**config.mk**
```make
export PLATFORM = sky130hd
export DESIGN_NAME = rft_flags
export DESIGN_NICKNAME = d
export VERILOG_FILES = /design/src/core/rft_pkg.sv /design/src/core/rft_flag_reg.sv /design/src/core/rft_flags.sv
export VERILOG_INCLUDE_DIRS = /design/src /design/src/core
export SDC_FILE = /design/constraint.sdc
export NUM_CORES = 1
export LEC_CHECK = 0
export BUFFER_PORTS_ARGS = -buffer_cell sky130_fd_sc_hd__buf_2
export CORE_UTILIZATION = 25
export DETAILED_ROUTE_END_ITERATION = 10
export GPL_ROUTABILITY_DRIVEN = 0
export MAX_ROUTING_LAYER = met4
export SLEW_MARGIN = 20
export SYNTH_ARGS = -nofsm -noshare
export SYNTH_HDL_FRONTEND = slang
export SYNTH_HIERARCHICAL = 1
export SYNTH_SLANG_ARGS = --single-unit
```
**constraint.sdc**
```tcl
create_clock -name mclk_i -period 2.98 [get_ports mclk_i]
set_input_delay 0.149 -clock mclk_i [delete_from_list [all_inputs] [get_ports mclk_i]]
set_output_delay 0.149 -clock mclk_i [all_outputs]
set_load 0.005 [all_outputs]
```
**src/core/rft_params.svh**
```systemverilog
// constants for the rail fault and thermal flag bank
`ifndef RFT_PARAMS_SVH
`define RFT_PARAMS_SVH
// ==========================================
// offsets
`define RFT_OFS_RAIL_A 8'hB2
`define RFT_OFS_RAIL_B 8'hB3
`define RFT_OFS_THERM 8'hB5
// ==========================================
// implemented bit masks and reset values
`define RFT_MASK_RAIL_A 8'hBF
`define RFT_MASK_RAIL_B 8'h19
`define RFT_MASK_THERM 8'h1F
`define RFT_RESET_VAL 8'h00
// ==========================================
// field positions
`define RFT_BIT_LINEAR_A2 7
`define RFT_BIT_LINEAR_A1 4
`define RFT_BIT_TERM_REG 3
`define RFT_BIT_LINEAR_A3 0
`define RFT_BIT_DIE_HOT 4
`define RFT_BIT_TERM_HOT 3
`define RFT_BIT_TOP_RIGHT 2
`define RFT_BIT_TOP_LEFT 1
`define RFT_BIT_BOT_RIGHT 0
`endif

```
**src/core/rft_pkg.sv**
```systemverilog
// types for the rail fault and thermal flag bank
package rft_pkg;
    // register port request from the serial bus logic
    typedef struct packed {
        logic       wr;
        logic       rd;
        logic [7:0] addr;
        logic [7:0] wdata;
    } rft_req_t;
    // raw fault levels from the analog detectors
    typedef struct packed {
        logic       linear_a2;
        logic [5:0] step_down;
        logic       linear_a1;
        logic       term_reg;
        logic       linear_a3;
        logic [4:0] hot;
    } rft_evt_t;
endpackage

```
**src/core/rft_flag_reg.sv**
```systemverilog
// one sticky flag register: set on event, cleared by writing one
`timescale 1ns/1ps
`include "rft_params.svh"
module rft_flag_reg #(
    parameter logic [7:0] MASK = 8'hFF
) (
    // clock and reset
    input wire logic mclk_i,
    input wire logic reset_i,
    // control
    input wire logic [7:0] set_i,
    input wire logic clr_we_i,
    input wire logic [7:0] clr_data_i,
    // state
    output logic [7:0] flags_o
);
    logic [7:0] flags_r;
    logic [7:0] flags_nxt;

    // set wins over a clear in the same cycle; reserved bits forced low
    always_comb begin
        flags_nxt = flags_r;
        if (clr_we_i) begin
            flags_nxt = flags_nxt & ~clr_data_i;
        end
        flags_nxt = (flags_nxt | set_i) & MASK;
    end

    always_ff @(posedge mclk_i or posedge reset_i) begin
        if (reset_i) begin
            flags_r <= `RFT_RESET_VAL;
        end else begin
            flags_r <= flags_nxt;
        end
    end

    assign flags_o = flags_r;
endmodule

```
**src/core/rft_flags.sv**
```systemverilog
// rail fault and thermal warning sticky flag bank
`timescale 1ns/1ps
`include "rft_params.svh"
module rft_flags
    import rft_pkg::*;
(
    // clock and reset
    input wire logic mclk_i,
    input wire logic reset_i,
    // register port
    input wire rft_req_t req_i,
    output logic [7:0] rdata_o,
    // fault detector levels, asynchronous to mclk_i
    input wire rft_evt_t evt_i,
    // flag state
    output logic [7:0] rail_fault_flags_a_o,
    output logic [7:0] rail_fault_flags_b_o,
    output logic [7:0] thermal_warning_flags_o
);
    // ==========================================
    // synchronisers: three stages, change counts when 2 and 3 agree
    localparam int EW = $bits(rft_evt_t);
    logic [EW-1:0] s1_r, s2_r, s3_r, filt_r;
    logic [EW-1:0] s1_nxt, s2_nxt, s3_nxt, filt_nxt;
    rft_evt_t ev;

    always_comb begin
        s1_nxt = evt_i;
        s2_nxt = s1_r;
        s3_nxt = s2_r;
        filt_nxt = filt_r;
        for (int i = 0; i < EW; i++) begin
            if (s2_r[i] == s3_r[i]) begin
                filt_nxt[i] = s3_r[i];
            end
        end
    end

    always_ff @(posedge mclk_i or posedge reset_i) begin
        if (reset_i) begin
            s1_r <= '0;
            s2_r <= '0;
            s3_r <= '0;
            filt_r <= '0;
        end else begin
            s1_r <= s1_nxt;
            s2_r <= s2_nxt;
            s3_r <= s3_nxt;
            filt_r <= filt_nxt;
        end
    end

    assign ev = rft_evt_t'(filt_r);

    // ==========================================
    // set vectors; level-held faults keep setting, so the flag recurs after clear
    logic [7:0] set_a, set_b, set_t;
    always_comb begin
        set_a = 8'h00;
        set_a[`RFT_BIT_LINEAR_A2] = ev.linear_a2;
        set_a[5:0] = ev.step_down;
        set_b = 8'h00;
        set_b[`RFT_BIT_LINEAR_A1] = ev.linear_a1;
        set_b[`RFT_BIT_TERM_REG] = ev.term_reg;
        set_b[`RFT_BIT_LINEAR_A3] = ev.linear_a3;
        set_t = {3'h0, ev.hot};
    end

    // ==========================================
    // write decode
    logic we_a, we_b, we_t;
    assign we_a = req_i.wr && (req_i.addr == `RFT_OFS_RAIL_A);
    assign we_b = req_i.wr && (req_i.addr == `RFT_OFS_RAIL_B);
    assign we_t = req_i.wr && (req_i.addr == `RFT_OFS_THERM);

    logic [7:0] fa, fb, ft;
    rft_flag_reg #(.MASK(`RFT_MASK_RAIL_A)) u_rail_a (
        .mclk_i(mclk_i), .reset_i(reset_i), .set_i(set_a),
        .clr_we_i(we_a), .clr_data_i(req_i.wdata), .flags_o(fa)
    );
    rft_flag_reg #(.MASK(`RFT_MASK_RAIL_B)) u_rail_b (
        .mclk_i(mclk_i), .reset_i(reset_i), .set_i(set_b),
        .clr_we_i(we_b), .clr_data_i(req_i.wdata), .flags_o(fb)
    );
    rft_flag_reg #(.MASK(`RFT_MASK_THERM)) u_therm (
        .mclk_i(mclk_i), .reset_i(reset_i), .set_i(set_t),
        .clr_we_i(we_t), .clr_data_i(req_i.wdata), .flags_o(ft)
    );

    // ==========================================
    // registered read data and flag outputs; unmapped reads give zero
    logic [7:0] rdata_r, rdata_nxt;
    logic [7:0] oa_r, ob_r, ot_r;

    always_comb begin
        rdata_nxt = rdata_r;
        if (req_i.rd) begin
            unique case (req_i.addr)
                `RFT_OFS_RAIL_A: rdata_nxt = fa;
                `RFT_OFS_RAIL_B: rdata_nxt = fb;
                `RFT_OFS_THERM: rdata_nxt = ft;
                default: rdata_nxt = 8'h00;
            endcase
        end
    end

    always_ff @(posedge mclk_i or posedge reset_i) begin
        if (reset_i) begin
            rdata_r <= `RFT_RESET_VAL;
            oa_r <= `RFT_RESET_VAL;
            ob_r <= `RFT_RESET_VAL;
            ot_r <= `RFT_RESET_VAL;
        end else begin
            rdata_r <= rdata_nxt;
            oa_r <= fa;
            ob_r <= fb;
            ot_r <= ft;
        end
    end

    assign rdata_o = rdata_r;
    assign rail_fault_flags_a_o = oa_r;
    assign rail_fault_flags_b_o = ob_r;
    assign thermal_warning_flags_o = ot_r;
endmodule

```
==> impl_results.md <==
* Status: finished clean
* Hold Vio Cnt, Final at 0
* Worst setup EP type: flip-flop
* Initial antenna violation count at 0
* Die height at 119 um
* Die ar. at 0.0142 mm^2
* Post-CTS setup buffer count at 0
* Hold Path Class: input port to flip-flop
* Final nets at 337
* Crit path max fanout at 7
* CP Buf/Inv Count at 1
* Max Cap Violations at 0
* Sink Count at 107
* Crit path cell chain: buf_2 -> and4b_1 -> nand3_1 -> nor2_1 -> nand2_1 -> a21o_1
* 1st-pass router iterations at 4
* DR vias at 1827
* Leading cell type in the layout, fill and taps excluded: dfrtp_1
* Peak VDD IR at 0.000367 V
* Final Setup Violations at 0
* Ys Warns at 6
* Seq pwr share at 52.5%
* Largest net degree at the start of global routing at 55
* RSZ-0062 raised after global routing: no
* # fillers at 1351
* WS Path Type: input port to flip-flop
* Setup WS post-layout at 1.66 ns
* Initial drt markers at 56
* CTS root buf: clkbuf_16
* DRT Wirelength at 6.32 mm
* Max Root-Sink Buffers at 2
* Core Rows at 42
* Critical-path top delay cell: nor2_1
* Post-Synthesis Cell Area at 0.00344 mm^2
* Clock Power Share at 43.1%
* Clock skew at 0.00611 ns
* Worst slew margin at 54.9%
* Antenna Violating Nets Remaining at 0
* Post-CTS Hold Fix Bufs at 16
* Drt wl/cell at 13.1 um
* Core area at 0.0133 mm^2
* Data arrival, critical path at 1.55 ns
* Switching Share at 20.3%
* CTS tree: built
* IO Pins at 67
* Port Buffer Count at 65
* Initial Util at 25.8%
* Max Fclk at 756 MHz
* Max-slew violations at 0
* Family with the most delay on the worst path: simple AND/OR/NAND/NOR gates
* Internal power at 2.33 mW
* Share of layout cells above drive strength 1 at 30.6%
* Overflow left after global routing at 0
* Clk pin slew, worst setup/hold paths at 0.07 ns
* Leak at 1.86 nW
* Layout area overhead at 28.5%
* Most frequent cells in the layout: dfrtp_1, buf_2, dlygate4sd3_1
* Post-Syn Area per Cell at 16.0 um^2
* Net load switching power at 0.595 mW
* Period utilization at 44.4%
* Actual slew at the worst max-slew pin at 0.676 ns
* Pwr Density at 661 mW/mm^2
* CTS Buf Count at 9
* Largest stage delay on the critical path at 0.53 ns
* Skew-Pair Late Insertion Delay at 0.34 ns
* First-pass GRT wire length at 10.4 mm
* Combinational power share at 4.3%
* Setup slack at placement at 1.27 ns
* Dpl hpwl at 4.40 mm
* Vias in the first global route at 1963
* H-tree depth at 3
* Crit path time final at 1.32 ns
* Crit path launch type: input port
* Vias/cell at 3.78
* Syn Inst Count at 215
* Antenna diode count at 0
* GRT Overall Usage at 10.3%
* Req. time, crit path at 3.21 ns
* Drt drc at 0
* Total negative slack at 0 ns
* Resized Gates After CTS at 0
* DIE WIDTH at 119 um
[final timing paths]
path | from | endpoint | slack, ns | cells past startpoint
worst min-delay path | req_i[2] | u_therm/flags_o[2] | 0.09 | 3
worst max-delay path | req_i[14] | u_rail_a/flags_o[0] | 1.66 | 6
worst min register to register | s1_r[2] | s2_r[2] | 0.35 | 0
worst max register to register | u_rail_a/flags_o[5] | rdata_o[5] | 1.91 | 3
max in group asynchronous | reset_i | s3_r[4] | 1.80 | 4
min in group asynchronous | reset_i | u_rail_b/flags_o[4] | 0.27 | 3
[flip-flops by register name, summed over array words and instances, names as in the netlist, 8 cells and up]
| name | flops |
|---|---|
| ev | 15 |
| s1_r | 15 |
| s2_r | 15 |
| s3_r | 15 |
| rail_fault_flags_a_o | 8 |
| rail_fault_flags_b_o | 8 |
| rdata_o | 8 |
| thermal_warning_flags_o | 8 |
[tightest hold or removal path: stages]
cell and delay [ns]:
buf_2 0.10, nand2_1 0.05, a21o_1 0.10
[metrics by stage]
step                      cell area, um^2  utilization (%)  power [mW]  hold WS, ns  std cells
final                                4420             33.1        2.93       0.0868        483
after global routing                 4420             33.1        3.05       0.0818        483
after CTS                            4420             33.1        2.97       0.0738        483
after detailed placement             3940             29.5        1.68       0.0630        451
after global placement               3940             29.5        1.67       0.0601        451
after floorplan                      3460                -        1.63      -0.0974        221
[power by group through the flow]
stage | logic (mW) | clock network, mW | registers [mW]
6_report | 0.127 | 1.26 | 1.54
5_1_grt | 0.145 | 1.36 | 1.54
4_1_cts | 0.130 | 1.30 | 1.54
3_5_place_dp | 0.113 | 0 | 1.57
3_3_place_gp | 0.111 | 0 | 1.56
2_1_floorplan | 0.0741 | 0 | 1.56
[routing by layer]
layer	GRT usage, %	vias up	share of wire, %
met1	12.3	888	44
met2	15.4	62	47
met3	4.50	6	7.8
li1	-	871	-
met5	-	-	0
met4	3.52	0	1.0
[cell type report]
class / count / area (um^2) / share of cell area, %
Sequential cell: 107 / 2680 / 60.5
Multi-Input combinational cell: 87 / 631 / 14.3
Clock inverter: 6 / 88.8 / 2.01
Tap cell: 176 / 220 / 4.98
Inverter: 14 / 53.8 / 1.22
Clock buffer: 10 / 239 / 5.40
Timing Repair Buffer: 83 / 513 / 11.6
No activity file was read; power rests on OpenSTA's default activity.
